File: src/thr_irq_pkg.sv
package thr_irq_pkg;

  // ----------------------------------------------------------------
  // Register byte addresses
  // ----------------------------------------------------------------
  localparam logic [7:0] ADDR_IRQ_CTRL = 8'h89;
  localparam logic [7:0] ADDR_LO_THR_UPPER = 8'h8A;
  localparam logic [7:0] ADDR_LO_THR_LOWER = 8'h8B;
  localparam logic [7:0] ADDR_HI_THR_UPPER = 8'h8C;
  localparam logic [7:0] ADDR_HI_THR_LOWER = 8'h8D;
  localparam logic [7:0] ADDR_IRQ_FLAGS = 8'h8E;

  // ----------------------------------------------------------------
  // Interrupt flag positions
  // ----------------------------------------------------------------
  localparam int FLAG_PROX_DONE = 3;
  localparam int FLAG_ALS_DONE = 2;
  localparam int FLAG_BELOW_FLOOR = 1;
  localparam int FLAG_ABOVE_CEILING = 0;
  localparam logic [7:0] FLAGS_USED_MASK = 8'h0F;

  // ----------------------------------------------------------------
  // Interrupt control fields
  // ----------------------------------------------------------------
  localparam int CTRL_SOURCE_SELECT = 0;
  localparam int CTRL_COMPARE_EN = 1;
  localparam int CTRL_ALS_READY_EN = 2;
  localparam int CTRL_PROX_READY_EN = 3;
  localparam int CTRL_PERSIST_LSB = 5;
  localparam logic [7:0] CTRL_USED_MASK = 8'hEF;

  // ----------------------------------------------------------------
  // Reset values and persistence
  // ----------------------------------------------------------------
  localparam logic [7:0] CTRL_RESET = 8'h00;
  localparam logic [15:0] THR_RESET = 16'h0000;
  localparam logic [7:0] FLAGS_RESET = 8'h00;
  localparam logic [7:0] PERSIST_BASE = 8'h01;
  localparam logic [7:0] PERSIST_CNT_RESET = 8'h00;

endpackage

File: src/persist_counter.sv
`timescale 1ns/10ps
module persist_counter
  import thr_irq_pkg::*;
(
  input wire logic clk_i,
  input wire logic rst_n_i,
  input wire logic ce_i,
  input wire logic sample_i,
  input wire logic outside_i,
  input wire logic [2:0] persist_code_i,
  output logic fire_o
);

  typedef struct packed {
    logic [7:0] cnt;
  } persist_state_s;

  persist_state_s st_r;
  persist_state_s st_nxt;
  logic [7:0] limit;
  logic [7:0] cnt_inc;

  // ----------------------------------------------------------------
  // Consecutive out-of-range counter
  // ----------------------------------------------------------------
  assign limit = PERSIST_BASE << persist_code_i;
  assign cnt_inc = st_r.cnt + 8'h01;
  assign fire_o = ce_i && sample_i && outside_i && (cnt_inc >= limit);

  always_comb begin
    st_nxt = st_r;
    if (sample_i) begin
      // An in-range sample breaks the run; a fire restarts it
      if (!outside_i || fire_o) begin
        st_nxt.cnt = PERSIST_CNT_RESET;
      end else begin
        st_nxt.cnt = cnt_inc;
      end
    end
  end

  always_ff @(posedge clk_i or negedge rst_n_i) begin
    if (!rst_n_i) begin
      st_r <= '{cnt: PERSIST_CNT_RESET};
    end else if (ce_i) begin
      st_r <= st_nxt;
    end
  end
endmodule // persist_counter

File: src/threshold_interrupt_logic.sv
`timescale 1ns/10ps
module threshold_interrupt_logic
  import thr_irq_pkg::*;
(
  input wire logic clk_i,
  input wire logic reset_n_i,
  input wire logic ce_i,
  input wire logic [7:0] reg_addr_i,
  input wire logic reg_wr_i,
  input wire logic [7:0] reg_wdata_i,
  output logic [7:0] reg_rdata_o,
  input wire logic [15:0] prox_result_i,
  input wire logic prox_ready_i,
  input wire logic [15:0] als_result_i,
  input wire logic als_ready_i,
  output logic int_pad_o,
  output logic int_pad_oe_n_o
);

  typedef struct packed {
    logic [7:0] ctrl;
    logic [15:0] lo_thr;
    logic [15:0] hi_thr;
    logic [7:0] flags;
    logic [7:0] rdata;
  } thr_state_s;

  thr_state_s st_r;
  thr_state_s st_nxt;
  logic [1:0] rst_sync_r;
  logic rst_n;
  logic sel_als;
  logic sample;
  logic [15:0] sample_val;
  logic below;
  logic above;
  logic fire;
  logic [7:0] set_bits;
  logic [7:0] clr_bits;

  // ----------------------------------------------------------------
  // Reset release
  // ----------------------------------------------------------------
  always_ff @(posedge clk_i or negedge reset_n_i) begin
    if (!reset_n_i) begin
      rst_sync_r <= 2'h0;
    end else begin
      rst_sync_r <= {rst_sync_r[0], 1'b1};
    end
  end
  assign rst_n = rst_sync_r[1];

  // ----------------------------------------------------------------
  // Threshold comparison
  // ----------------------------------------------------------------
  assign sel_als = st_r.ctrl[CTRL_SOURCE_SELECT];
  assign sample = sel_als ? als_ready_i : prox_ready_i;
  assign sample_val = sel_als ? als_result_i : prox_result_i;
  assign below = sample_val < st_r.lo_thr;
  assign above = sample_val > st_r.hi_thr;

  persist_counter u_persist (
    .clk_i(clk_i),
    .rst_n_i(rst_n),
    .ce_i(ce_i),
    .sample_i(sample),
    .outside_i(below || above),
    .persist_code_i(st_r.ctrl[CTRL_PERSIST_LSB +: 3]),
    .fire_o(fire)
  );

  // ----------------------------------------------------------------
  // Flag set and clear
  // ----------------------------------------------------------------
  always_comb begin
    set_bits = 8'h00;
    set_bits[FLAG_PROX_DONE] = prox_ready_i && st_r.ctrl[CTRL_PROX_READY_EN];
    set_bits[FLAG_ALS_DONE] = als_ready_i && st_r.ctrl[CTRL_ALS_READY_EN];
    set_bits[FLAG_BELOW_FLOOR] = fire && below && st_r.ctrl[CTRL_COMPARE_EN];
    set_bits[FLAG_ABOVE_CEILING] = fire && above && st_r.ctrl[CTRL_COMPARE_EN];
  end
  assign clr_bits = (reg_wr_i && reg_addr_i == ADDR_IRQ_FLAGS) ? reg_wdata_i : 8'h00;

  // ----------------------------------------------------------------
  // Register file
  // ----------------------------------------------------------------
  always_comb begin
    st_nxt = st_r;
    // A set in the clearing cycle wins so no event is lost
    st_nxt.flags = ((st_r.flags & ~clr_bits) | set_bits) & FLAGS_USED_MASK;
    if (reg_wr_i) begin
      case (reg_addr_i)
        ADDR_IRQ_CTRL: st_nxt.ctrl = reg_wdata_i & CTRL_USED_MASK;
        ADDR_LO_THR_UPPER: st_nxt.lo_thr[15:8] = reg_wdata_i;
        ADDR_LO_THR_LOWER: st_nxt.lo_thr[7:0] = reg_wdata_i;
        ADDR_HI_THR_UPPER: st_nxt.hi_thr[15:8] = reg_wdata_i;
        ADDR_HI_THR_LOWER: st_nxt.hi_thr[7:0] = reg_wdata_i;
        default: st_nxt.ctrl = st_nxt.ctrl;
      endcase
    end
    case (reg_addr_i)
      ADDR_IRQ_CTRL: st_nxt.rdata = st_r.ctrl;
      ADDR_LO_THR_UPPER: st_nxt.rdata = st_r.lo_thr[15:8];
      ADDR_LO_THR_LOWER: st_nxt.rdata = st_r.lo_thr[7:0];
      ADDR_HI_THR_UPPER: st_nxt.rdata = st_r.hi_thr[15:8];
      ADDR_HI_THR_LOWER: st_nxt.rdata = st_r.hi_thr[7:0];
      ADDR_IRQ_FLAGS: st_nxt.rdata = st_r.flags;
      default: st_nxt.rdata = 8'h00;
    endcase
  end

  always_ff @(posedge clk_i or negedge rst_n) begin
    if (!rst_n) begin
      st_r <= '{ctrl: CTRL_RESET, lo_thr: THR_RESET, hi_thr: THR_RESET, flags: FLAGS_RESET, rdata: 8'h00};
    end else if (ce_i) begin
      st_r <= st_nxt;
    end
  end

  assign reg_rdata_o = st_r.rdata;
  // Open-drain pin: low level is only ever driven, never high
  assign int_pad_o = 1'b0;
  assign int_pad_oe_n_o = ~(|st_r.flags);
endmodule // threshold_interrupt_logic

File: config.mk
export PLATFORM = sky130hd
export DESIGN_NAME = threshold_interrupt_logic
export DESIGN_NICKNAME = d
export VERILOG_FILES = /design/src/thr_irq_pkg.sv /design/src/persist_counter.sv /design/src/threshold_interrupt_logic.sv
export SDC_FILE = /design/constraint.sdc
export NUM_CORES = 1
export LEC_CHECK = 0
export ABC_AREA = 1
export BUFFER_PORTS_ARGS = -buffer_cell sky130_fd_sc_hd__buf_2
export CAP_MARGIN = 20
export CORE_MARGIN = 1
export CORE_UTILIZATION = 55
export CTS_BUF_LIST = sky130_fd_sc_hd__clkbuf_4 sky130_fd_sc_hd__clkbuf_8
export DETAILED_ROUTE_END_ITERATION = 8
export PLACE_DENSITY = 0.78
export SYNTH_ARGS = -nofsm -noshare
export SYNTH_HDL_FRONTEND = slang
export SYNTH_SLANG_ARGS = --single-unit
File: constraint.sdc
create_clock -name clk_i -period 2.5 [get_ports clk_i]
set_input_delay 0.375 -clock clk_i [delete_from_list [all_inputs] [get_ports clk_i]]
set_output_delay 0.375 -clock clk_i [all_outputs]
set_load 0.03 [all_outputs]
==> results of run 1 <==
worst register-to-register path: stages, from the launching register on:
cell	delay [ns]
dfrtp_2	0.41
nand3_2	0.10
nand3b_1	0.23
nand3b_1	0.25
xnor2_2	0.18
ha_1	0.32
nand2_2	0.08
nor2_1	0.05
nand4_1	0.11
o2111ai_4	0.14
nor2_4	0.23
nand2_4	0.10
a21oi_2	0.15
power by group:
part           internal (W)  total (W)  leakage (nW)  switching, W
logic              0.000231   0.000571          1.45      0.000340
clock network      0.000506   0.000890         0.103      0.000384
registers           0.00103    0.00108         0.833     0.0000442
synthesized netlist by cell type (2+ instances only):
library cell	count
nand2_1	146
dfrtp_1	61
inv_1	61
ha_1	40
a21oi_1	26
o21ai_0	26
o21ai_2	20
nand3_1	19
nor2_1	18
o21ai_1	16
buf_4	9
inv_2	7
o22ai_1	7
nand2_2	6
nor3_1	5
xor2_1	5
buf_6	4
clkbuf_1	4
nand2_4	4
nand3b_1	4
nand4_1	4
a211oi_1	3
a221oi_1	3
nor2_4	3
o221ai_1	3
conb_1	2
nand3_2	2
nor3_4	2
cells in the final DEF, fill, tap and decap left out, types with 8 or more instances in the layout:
cell and count:
o21ai_1 16, dfrtp_1 59, nand2_1 145, ha_1 39, a21oi_1 25, buf_2 62
nor2_1 18, buf_4 8, inv_1 61, clkbuf_8 10, o21ai_2 20, nand3_1 17
o21ai_0 26
layer usage:
metal,part of all wire,vias to the layer above,track usage
met2,0.46,176,0.463
met3,0.074,51,0.0616
met4,0.044,0,0.138
li1,-,1825,-
met1,0.42,1734,0.352
met5,0,-,0
state kept, by name (all words and copies together) (netlist names):
name,flops
rst_sync_r,2
u_persist.st_r,8
sel_als,1
reg_rdata_o,8
st_r,42
cells by family (layout without fill, tap and decap cells):
group / Yosys count / in the layout
buf+inv: 87 / 157
fa+ha+maj: 40 / 40
flops: 61 / 61
xor+xnor: 6 / 6
compound gates: 107 / 107
other cells: 2 / 2
simple gates: 217 / 217
layout make-up:
class / instances / share of cell area
inverters: 69 / 0.0553
well taps: 99 / 0.0259
flip-flops and latches: 61 / 0.320
clock buffers: 12 / 0.0319
multi-input cells: 372 / 0.473
repair buffers: 72 / 0.0838
clock inverters: 4 / 0.00995
final timing paths:
path / end / slack, ns / cells past startpoint
worst min-delay path: st_r[37]$_DFFE_PN0P_ / 0.26 / 1
worst max-delay path: u_persist.st_r[0]$_DFFE_PN0P_ / 0.07 / 12
worst min register to register: st_r[37]$_DFFE_PN0P_ / 0.26 / 1
min in group clk_i: st_r[11]$_DFFE_PN0P_ / 0.30 / 3
max in group asynchronous: u_persist.st_r[0]$_DFFE_PN0P_ / 1.93 / 1
worst max register to register: u_persist.st_r[0]$_DFFE_PN0P_ / 0.07 / 12
repair_timing:
item / 4_1_cts / 5_1_grt
setup endpoints to repair: 0 / 10
endpoints found under the hold margin: 2 / 0
gates resized for setup: 0 / 10
hold buffers: 1 / 0
buffers inserted: 0 / 6
metrics by stage:
| step | std cells | utilization | total power [W] | cell area [um^2] | setup TNS (ns) |
|---|---|---|---|---|---|
| after floorplan | 520 | - | 0.00143 | 4130 | 0 |
| after global placement | 666 | 0.616 | 0.00155 | 4470 | 0 |
| after detailed placement | 666 | 0.616 | 0.00158 | 4470 | 0 |
| after CTS | 683 | 0.645 | 0.00246 | 4680 | 0 |
| after global routing | 689 | 0.659 | 0.00265 | 4780 | -0.274 |
| final | 689 | 0.659 | 0.00254 | 4780 | 0 |
==> results list, run 1 <==
- The analysis attributes to cell leakage a power of 2.38 nW.
- VDD sags by at most 0.489 mV.
* Endpoint required time on the critical path: approximately 2.8 ns
- The number of global-route vias before repair is between 3,000 and 4,000.
- Routed Antenna Nets: 0
- The most critical setup path has its startpoint at u_persist.st_r[0]$_DFFE_PN0P_.
- Clock-pin slew of the registers on the worst-case setup and hold paths: ~0.07 ns
- Sequential cell area: between 0.0015 and 0.002 mm^2
- Total Die Area: between 0.007 and 0.008 mm^2
- Total standard cell area after synthesis: 0.00413 mm^2
- Top area cells in the synthesized netlist: dfrtp_1, nand2_1, ha_1, inv_1, o21ai_2
* Initial antenna violation count: 0
- Multi-input logic area: between 0.002 and 0.0025 mm^2
* Worst-case hold slack: between 0.2 and 0.3 ns
* Max stage delay cell, worst path: dfrtp_2
* Post-layout min period: 2.43 ns
* Share of Yosys cell area claimed by the top area cell type: 0.369
- Number of distinct standard cells referenced by the synthesized netlist: 38
- Largest family of logic cells by synthesized area: simple AND/OR/NAND/NOR gates
* Setup Crit Path Kind: flop to flop
* Die Wd: roughly 89 um
* Post-detailed-placement half-perimeter wirelength: 7.88 mm
- Of the post-synthesis cell area, the part taken by muxes is 0.
* Largest net degree at the start of global routing: 60
- Total number of yosys warnings: 0
- CTS tree: yes
- Effective utilization at floorplan: 0.570
* Global router's overall resource usage: 0.282
- The total area inside the core boundary comes to 0.00725 mm^2.
* Post-synth top flop: dfrtp_1
- Via density per instance: roughly 5.5
- After technology mapping, the gate count stands at 520.
- The hold violation count in the final report is 0.
* Filler Cells Inserted: around 620
- Delay of the slowest cell on the worst path: 0.41 ns
- Among the stages of the critical path, the cell type that occurs most often is nand3b_1.
- Between clock sinks in the finished design, the worst skew comes to ~0.0095 ns.
* Worst hold path type: flop to asynchronous set/reset pin
- Layout overhead on the synthesized area: 15.6%
- Setup-failing EPs final: 0
* Num rows: 31
- STA classifies the critical path startpoint as a flop.
* List of cells traversed by the critical path: nand3_2 > nand3b_1 > nand3b_1 > xnor2_2 > ha_1 > nand2_2 > nor2_1 > nand4_1 > o2111ai_4 > nor2_4 > nand2_4 > a21oi_2
- Slew at the pin closest to its max-slew limit: 0.592 ns
- Port Buffers: 62
* Cell Pwr Density: about 530 mW/mm^2
- Average instance area after synthesis: between 7 and 8 um^2
- Share of synthesized registers carrying an async set or reset: 1.00
- Counting both buffers and inverters, the worst setup path holds a total of 0.
- Nature of the critical path endpoint: flop
* Highest Clock Rate: 412 MHz
- Die Y: approximately 90 um
- Worst slack after detailed placement: 0.166 ns
* CTS H-Tree Depth: 3
* Max transition margin: 0.604
- In this run the count of I/O pins placed on the die edge is 64.
- The synthesized design contains 0 enable-type register cells.
- Worst-path fanout max: 5
- The first global-routing pass estimated 16.3 mm of wire.
- In the final routed layout, each cell accounts on average for 15.4 um.
* Final nets: 679
- Status: completed
- Of the total synthesized cell area, the portion taken by AND, OR, NAND and NOR gates is 0.239.
* Worst endpoint data arrival time: roughly 2.7 ns
- Counting every sink on the clock net gives between 60 and 70.
- Detailed-route DRC error count: 0
* Cell family with most CP delay: simple AND/OR/NAND/NOR gates
- Number of nets in the synthesized netlist: 614
- Number of iterations in the first detailed-routing pass: 5
- Yosys reg bits: 61
- The startpoint identified for the worst register-to-register timing path is u_persist.st_r[0]$_DFFE_PN0P_.
* Dominant cell type by area after synthesis: dfrtp_1
- In this run the clock root is driven by a clkbuf_8.
- Inserted Diodes: 0
- Part of the Yosys area used for sequential elements: 0.369
- Of the total synthesized cell area, the portion taken by full adders, half adders and majority gates is 0.121.
* Reported max-cap violation count: 0
- The first routing iteration left roughly 260 violations.
* Clock buffer count from CTS: 9
- Of the total synthesized cell area, the portion taken by XOR and XNOR cells is 0.0127.
- Routed Wire Length: about 11 mm
* Clock Path Buffers: 2
- Of the available clock period, the critical path in the final layout requires 0.971.
- Total grt overflow: 0
* Layout cell share with drive strength beyond 1: 0.246
* RePlAce Congestion: 0.875
* Clock Latency Late Sink: 0.35 ns
- The worst path meets setup with 0.0729 ns of slack.
* Max-slew violation total from the final report: 0
* Overall via count from detail_route: 3,786
* Compound-gate portion of the synthesized area: 0.160
(Power assumes the default switching activity.)
==> inputs of run 2 (changes only) <==
Settings changed: MAX_ROUTING_LAYER from default to met4, PLACE_DENSITY 0.78 to 0.75.
==> run 2 against run 1 <==
  * Register-to-register slack improved by 0.09 ns
  * Sequential cell count did not move
  * Critical endpoint unchanged
  * Worst hold slack improved by 0.029 ns
  * Critical path depth did not move
  * Cell count fell by 1.0%
==> results list, run 2 (synthesized netlist as in run 1, its figures left out) <==
* Worst setup skew after layout: between 0.009 and 0.01 ns
- The longest clock path from root to sink contains 2 buffers.
- The min-delay analysis places its worst path in the category primary input to flop.
* Setup TNS: 0 ns
- In the final layout, the share of cells above drive strength 1 is 0.230.
* Static Leak: 2.33 nW
* Global router's overall resource usage: 0.294
- Core area: 0.00725 mm^2
* Inserted Diodes: 0
- Setup violations remaining at the end of the flow were counted as 0.
- The hold violation count in the final report was 0.
- Once detailed placement completed, the half-perimeter wirelength came to between 7 and 8 mm.
- Highest Clock Rate: ~430 MHz
* Register name with the most flops: st_r
- Drt initial violations: between 200 and 250
- The startpoint identified for the worst register-to-register timing path is u_persist.st_r[0]$_DFFE_PN0P_.
- Detailed-route DRC error count: 0
- The flow ran to the end, and the final reports show no timing, DRC or antenna violations.
- Clock-pin slew was measured on the worst setup and hold paths at 0.07 ns.
- Setup Crit Path Kind: flop to flop
* Final nets: 672
- Layout overhead on the synthesized area: 13.7%
* Post-layout min period: 2.33 ns
* Highest-count cells in the layout ignoring fill and taps: nand2_1, buf_2, inv_1
* Number of primary I/O pins: 64
* Destination of the worst register-to-register timing path: u_persist.st_r[0]$_DFFE_PN0P_
- Global-route wire length before repair: about 16 mm
- Of the total power, the share spent switching nets is 0.309.
- For the worst flop-to-flop path, the logic depth is 12.
- Routed Wire Length: 10.3 mm
* Switching power summed over all nets: 0.000767 W
* CTS tree: yes
- Max-cap violations in this run came to 0.
- Dividing the detail-routed wire length by the instance count gives 15.1 um.
- Clock tree synthesis selected as its root buffer the cell clkbuf_8.
* Endpoint required time on the critical path: 2.78 ns
* Effective utilization at floorplan: 0.570
- Routed Antenna Nets: 0
* Worst-case hold slack: 0.293 ns
- Clock Latency Late Sink: between 0.3 and 0.4 ns
* Most common library cell in the layout ignoring fill and taps: nand2_1
- Worst-path fanout max: 5
* Max VDD drop: 0.343 mV
* Max transition margin: 0.507
- Entering global routing, the biggest net connects 60 pins.
- After floorplanning, the core was divided into 31 placement rows.
- The number of antenna violations at the first check in global routing is 0.
- Critical Path Start Type: flop
* Combinational group share of total power: 0.210
- The number of global-route vias before repair was roughly 3,500.
- Clock power share: 0.357
* Die Wd: 88.7 um
- Total Die Area: 0.00787 mm^2
- Setup repair after global routing left no endpoint under its margin.
- Buffers placed on the I/O ports in this run total 62.
- Hold Path Cell Cnt: 3
* Slew at the pin closest to its max-slew limit: 0.739 ns
- In the finished design, the share of the clock period the worst path needs comes to 0.933.
- The worst setup path is captured at a flop.
- Once the clock tree was built, the setup fixing pass inserted 0 buffers.
- The floorplan step set the die height to 88.7 um.
- Across all register-to-register paths, the minimum setup slack is 0.17 ns.
* Via density per instance: approximately 5.4
- Capture endpoint of the worst hold path: st_r[10]$_DFFE_PN0P_
- Cell Pwr Density: 529 mW/mm^2
- Routability-driven placement finished with a final weighted congestion of 0.901.
- Data arrives at the worst endpoint at approximately 2.6 ns.
- Overall via count from detail_route: 3,705
- The register with the most flip-flops in the layout has 42 of them.
* Max-slew violation total from the final report: 0
* Number of iterations in the first detailed-routing pass: 5
- Worst hold path startpoint: als_ready_i
- Clk sink count: 61
- CTS H-Tree Depth: 3
* Clock buffer count from CTS: 9
- Cell internal pwr: about 0.0017 W
* Total grt overflow: 0
* Part of the total power dissipated in sequential elements: 0.433
[run 2: timing repair]
| item | in CTS | in global routing |
|---|---|---|
| hold buffers | 1 | 0 |
| resized for setup | 0 | 6 |
| hold endpoints to repair | 2 | 0 |
| endpoints found under the setup margin | 0 | 4 |
[run 2: final cells by class]
type	instances	area (um^2)
repair buffers	65	335
clock inverters	6	62.6
flip-flops and latches	61	1530
inverters	69	264
clock buffers	10	138
multi-input cells	372	2250
fillers	647	2560
well taps	99	124
[run 2: worst max path at each step]
stage | to | slack, ns | cells past startpoint | from
global route | st_r[8]$_DFFE_PN0P_ | 0.003 | 11 | u_persist.st_r[0]$_DFFE_PN0P_
global placement | u_persist.st_r[0]$_DFFE_PN0P_ | 0.29 | 12 | u_persist.st_r[0]$_DFFE_PN0P_
CTS | u_persist.st_r[0]$_DFFE_PN0P_ | 0.13 | 12 | u_persist.st_r[0]$_DFFE_PN0P_
finish | u_persist.st_r[0]$_DFFE_PN0P_ | 0.17 | 12 | u_persist.st_r[0]$_DFFE_PN0P_
detailed placement | u_persist.st_r[0]$_DFFE_PN0P_ | 0.16 | 12 | u_persist.st_r[0]$_DFFE_PN0P_
floorplan | u_persist.st_r[0]$_DFFE_PN0P_ | 0.42 | 12 | u_persist.st_r[0]$_DFFE_PN0P_
[run 2: power by group through the flow]
stage | logic, W | registers [W] | clock network, W
after floorplan | 0.000335 | 0.00109 | 0
after global placement | 0.000464 | 0.00109 | 0
after detailed placement | 0.000479 | 0.00109 | 0
after CTS | 0.000487 | 0.00107 | 0.000902
after global routing | 0.000583 | 0.00108 | 0.000957
final | 0.000522 | 0.00107 | 0.000888
[run 2: routing by layer]
| layer | wire, um | track usage |
|---|---|---|
| met1 | 4350 | 0.346 |
| met4 | 484 | 0.177 |
| met2 | 4980 | 0.476 |
| met5 | 0 | - |
| met3 | 475 | 0.0429 |
[run 2: through the flow]
stage	power [W]	util	instance area (um^2)	std cells	worst slack (ns)
floorplan	0.00143	-	4130	520	0.422
global placement	0.00155	0.614	4450	665	0.288
detailed placement	0.00157	0.614	4450	665	0.156
CTS	0.00246	0.643	4660	682	0.125
global route	0.00262	0.648	4700	682	0.00281
finish	0.00248	0.648	4700	682	0.168
[run 2: critical path, cell delays in order, from the launching register on]
cell and delay [ns]:
dfrtp_1 0.42, ha_1 0.24, nand3_1 0.12, xor2_1 0.30, inv_1 0.10, ha_1 0.30, nand2_1 0.06, nor2_1 0.04
nand2_1 0.10, o2111ai_4 0.15, nor2_4 0.21, nand2_4 0.10, a21oi_2 0.12
==> inputs of run 3 (changes only) <==
Settings changed: ABC_AREA 1 to default, CORE_UTILIZATION 55 to 45, CTS_CLUSTER_SIZE from default to 8, PLACE_DENSITY 0.75 to 0.63.
==> run 3 against run 2 <==
  * The flow now finishes with violations (negative setup slack)
  * Largest power group unchanged
  * Sequential power is 4% higher
  * Largest cell class unchanged
  * Setup slack worse by 0.18 ns
  * Clock skew barely moved
  * Clock power shrank 6.2%
  * Cell area increased by 7.8%
  * Critical endpoint is now u_persist.st_r[5]$_DFFE_PN0P_
  * Highest routed layer unchanged
==> results list, run 3 <==
- Status: finished, violations left
- Failing checks: negative setup slack
* Detailed-route DRC error count: 0
- Yosys mapped a number of flops with a built-in enable equal to 0.
- Highest-count cells in the layout ignoring fill and taps: buf_2, nand2_1, dfrtp_1
* Inserted Diodes: 0
- Max VDD drop: 0.298 mV
- Count of final hold-check violations: 0
* Global router's overall resource usage: 0.247
- Grouping stages by cell kind, the critical path spends the most delay in compound AO/OA/AOI/OAI gates.
- Multiplexer share of the synthesized area: 0.0719
* Effective utilization at floorplan: 0.463
* RePlAce Congestion: roughly 0.88
- The routed design has 10.7 mm of wire.
- Summing all multi-input logic gate instances after layout gives 0.00246 mm^2.
- For met1 alone, demand over resource in global routing was 0.318.
- Setup repair after global routing missed its margin: true
- Yosys reg bits: 61
- The H-tree generated during clock tree synthesis spans 3 levels.
- Top post-synthesis cells by count: dfrtp_1, nand2_1, o21ai_0
- Total Die Area: 0.00936 mm^2
* Static Leak: 2.42 nW
- Largest net degree at the start of global routing: 60
- Ranked by flip-flop count, first place goes to st_r.
* Layout cell share with drive strength beyond 1: 0.347
* Core area: 0.00872 mm^2
- After synthesis, the cell types taking the most area are dfrtp_1, ha_1, mux2_2, o21ai_0, nand2_1.
- Clock-pin slew of the registers on the worst-case setup and hold paths: 0.07 ns
- In the synthesized netlist the dominant register cell turns out to be dfrtp_1.
- The share of the Yosys chip area taken by registers is 0.378.
- Cell Pwr Density: between 500 and 600 mW/mm^2
- Setup violations remaining at the end of the flow were counted as 3.
* Share of synthesized registers carrying an async set or reset: 1.00
* Total standard cell area after synthesis: slightly above 0.004 mm^2
* CTS tree: yes
- The register with the most flip-flops in the layout has 42 of them.
- Counting every instance in the synthesized netlist gives 431.
* Compound-gate portion of the synthesized area: 0.166
- Routed length per instance: 17.1 um
* Overall via count from detail_route: 3,454
- Measured along the y axis, the die boundary spans slightly below 100 um.
- Worst-path fanout max: 6
- Final worst setup slack: -0.00914 ns
- CTS saw 61 sinks.
* Part of the cycle the worst path needs: 1.00
* Slew at the pin closest to its max-slew limit: 0.778 ns
* Max stage delay cell, worst path: a2111o_1
- Total power for the finished layout comes to approximately 0.0026 W.
- Worst endpoint data arrival time: 2.80 ns
- The share of synthesized area in the top cell type comes to 0.378.
- Delay of the slowest cell on the worst path: between 0.4 and 0.5 ns
- Total number of yosys warnings: 0
- Initial antenna violation count: 0
* Largest family of logic cells by synthesized area: compound AO/OA/AOI/OAI gates
- The total count of max-transition violations in the final report was 0.
* List of cells traversed by the critical path: buf_12 > mux2_4 > ha_4 > nand4_1 > a2111o_1 > a31oi_4 > buf_6 > o221ai_2 > nand2_1
* Post-synthesis adder-cell area fraction: 0.124
- Leaving out fill and tap cells, the most frequent cell in the layout is buf_2.
- Clock Path Buffers: 2
* Port Buffers: 62
- The layer flagged by global routing as most heavily used is met2.
* Post-detailed-placement half-perimeter wirelength: 7.79 mm
- Critical Path Start Type: flop
- Setup total negative slack on the finished layout was measured at -0.0167 ns.
* Number of distinct standard cells referenced by the synthesized netlist: 52
- Number of nets in the synthesized netlist: 525
- The clock arrives with 0.00970 ns of skew.
- Routed Antenna Nets: 0
- Xor/xnor share of the synthesized area: 0.0108
- In this run the tightest slew margin relative to its limit is 0.481.
- The biggest area contributor in the post-synthesis netlist is dfrtp_1.
- Yosys instantiated no cell more often than dfrtp_1.
- Vias in the first global route: about 3,400
* Clock buffer count from CTS: 9
- Cell chosen for the clock root: clkbuf_8
- Global routing met3 resource utilization: 0.0535
- Static timing analysis puts the maximum clock frequency at 399 MHz.
- Worst hold path type: primary input to flop
* Average instance area after synthesis: around 9.4 um^2
* Final nets: between 600 and 700
- Met2 demand-to-capacity share in global routing: 0.383
- Global-route wire length before repair: between 15 and 20 mm
* Post-layout min period: approximately 2.5 ns
- Endpoint required time on the critical path: 2.79 ns
* Nature of the critical path endpoint: flop
* Reported max-cap violation count: 0
- Filler Cells Inserted: roughly 750
- Clock Latency Late Sink: 0.35 ns
- Num rows: 34
* Drt initial violations: 175
* Via density per instance: 5.52
- Number of iterations in the first detailed-routing pass: 6
- Pin placement for this block handled 64 I/O pins.
* Total grt overflow: 0
* CP Buf/Inv Count: 2
- Of the total synthesized cell area, the portion taken by AND, OR, NAND and NOR gates is 0.163.
- Sequential cell area: 0.00153 mm^2
* Die Wd: 96.7 um
- Relative to the synthesized area, the layout overhead comes to 25.3%.
* Setup Crit Path Kind: flop to flop
==> run 3: cell count changes after synthesis, sizes merged, moves of 4 or more <==
cell    previous run  this run
nand2            156        59
inv               69        42
mux2               0        24
a22oi              0        14
o21ai             62        50
a21oi             27        17
nand3             21        11
and3               0         9
buf               14        20
nor3               8         3
o22ai              7         2
a41oi              0         4
nand2b             0         4
==> run 3: where the power goes <==
part	leakage [nW]	internal, W	switching [W]	total (W)
combinational	1.64	0.000303	0.000349	0.000652
sequential	0.682	0.00105	0.0000555	0.00111
clock	0.0956	0.000420	0.000413	0.000833
==> run 3: cell type report <==
cell class | count | area share
multi-input combinational | 304 | 0.485
sequential | 61 | 0.302
timing repair buffer | 95 | 0.119
clock buffer | 12 | 0.0314
inverter | 42 | 0.0311
tap | 108 | 0.0267
clock inverter | 4 | 0.00445
==> run 3: per-layer routing <==
metal  up-vias  share of wire
met2       111           0.47
met3        26          0.039
li1       1678              -
met5         -              0
met4         0          0.023
met1      1639           0.47
==> run 3: final timing paths <==
| kind | end | slack, ns | start | cells after the start |
|---|---|---|---|---|
| min in group asynchronous | rst_sync_r[1]$_DFF_PN0_ | 0.36 | reset_n_i | 2 |
| setup / recovery | u_persist.st_r[5]$_DFFE_PN0P_ | -0.009 | sel_als$_DFFE_PN0P_ | 9 |
| max in group asynchronous | sel_als$_DFFE_PN0P_ | 1.54 | rst_sync_r[1]$_DFF_PN0_ | 1 |
| hold / removal | st_r[44]$_DFFE_PN0P_ | 0.29 | reg_wdata_i[4] | 3 |
| hold reg to reg | rst_sync_r[1]$_DFF_PN0_ | 0.36 | rst_sync_r[0]$_DFF_PN0_ | 0 |
| setup reg to reg | u_persist.st_r[5]$_DFFE_PN0P_ | -0.009 | sel_als$_DFFE_PN0P_ | 9 |
==> run 3: tightest hold or removal path: stages <==
cell and delay [ns]:
buf_2 0.12, nand2_1 0.05, o21ai_0 0.06
==> run 3: repair_timing <==
action | 4_1_cts | 5_1_grt
endpoints found under the hold margin | 2 | 0
hold buffers | 1 | 0
buffers inserted | 5 | 3
gates cloned | 0 | 1
pin swaps | 4 | 19
endpoints found under the setup margin | 8 | 10
resized for setup | 6 | 49
==> run 3: cell families (layout without fill, tap and decap cells) <==
family / count (synthesis) / after routing
other: 2 / 2
muxes: 26 / 26
and+or+nand+nor: 124 / 124
AOI/OAI and AO/OA: 107 / 107
buffers and inverters: 66 / 153
adders and majority gates: 40 / 40
DFF: 61 / 61
xor gates and xnor gates: 5 / 5
==> run 3: per-stage QoR <==
stage / instance area, um^2 / setup slack [ns] / util / hold slack [ns] / instances
final: 5060 / -0.00914 / 0.580 / 0.291 / 626
after global routing: 5060 / -0.115 / 0.580 / 0.284 / 626
after CTS: 4760 / 0.0126 / 0.546 / 0.280 / 623
after detailed placement: 4490 / -0.180 / 0.515 / 0.166 / 601
after global placement: 4490 / -0.0664 / 0.515 / 0.163 / 601
after floorplan: 4040 / 0.0268 / - / 0.0794 / 431
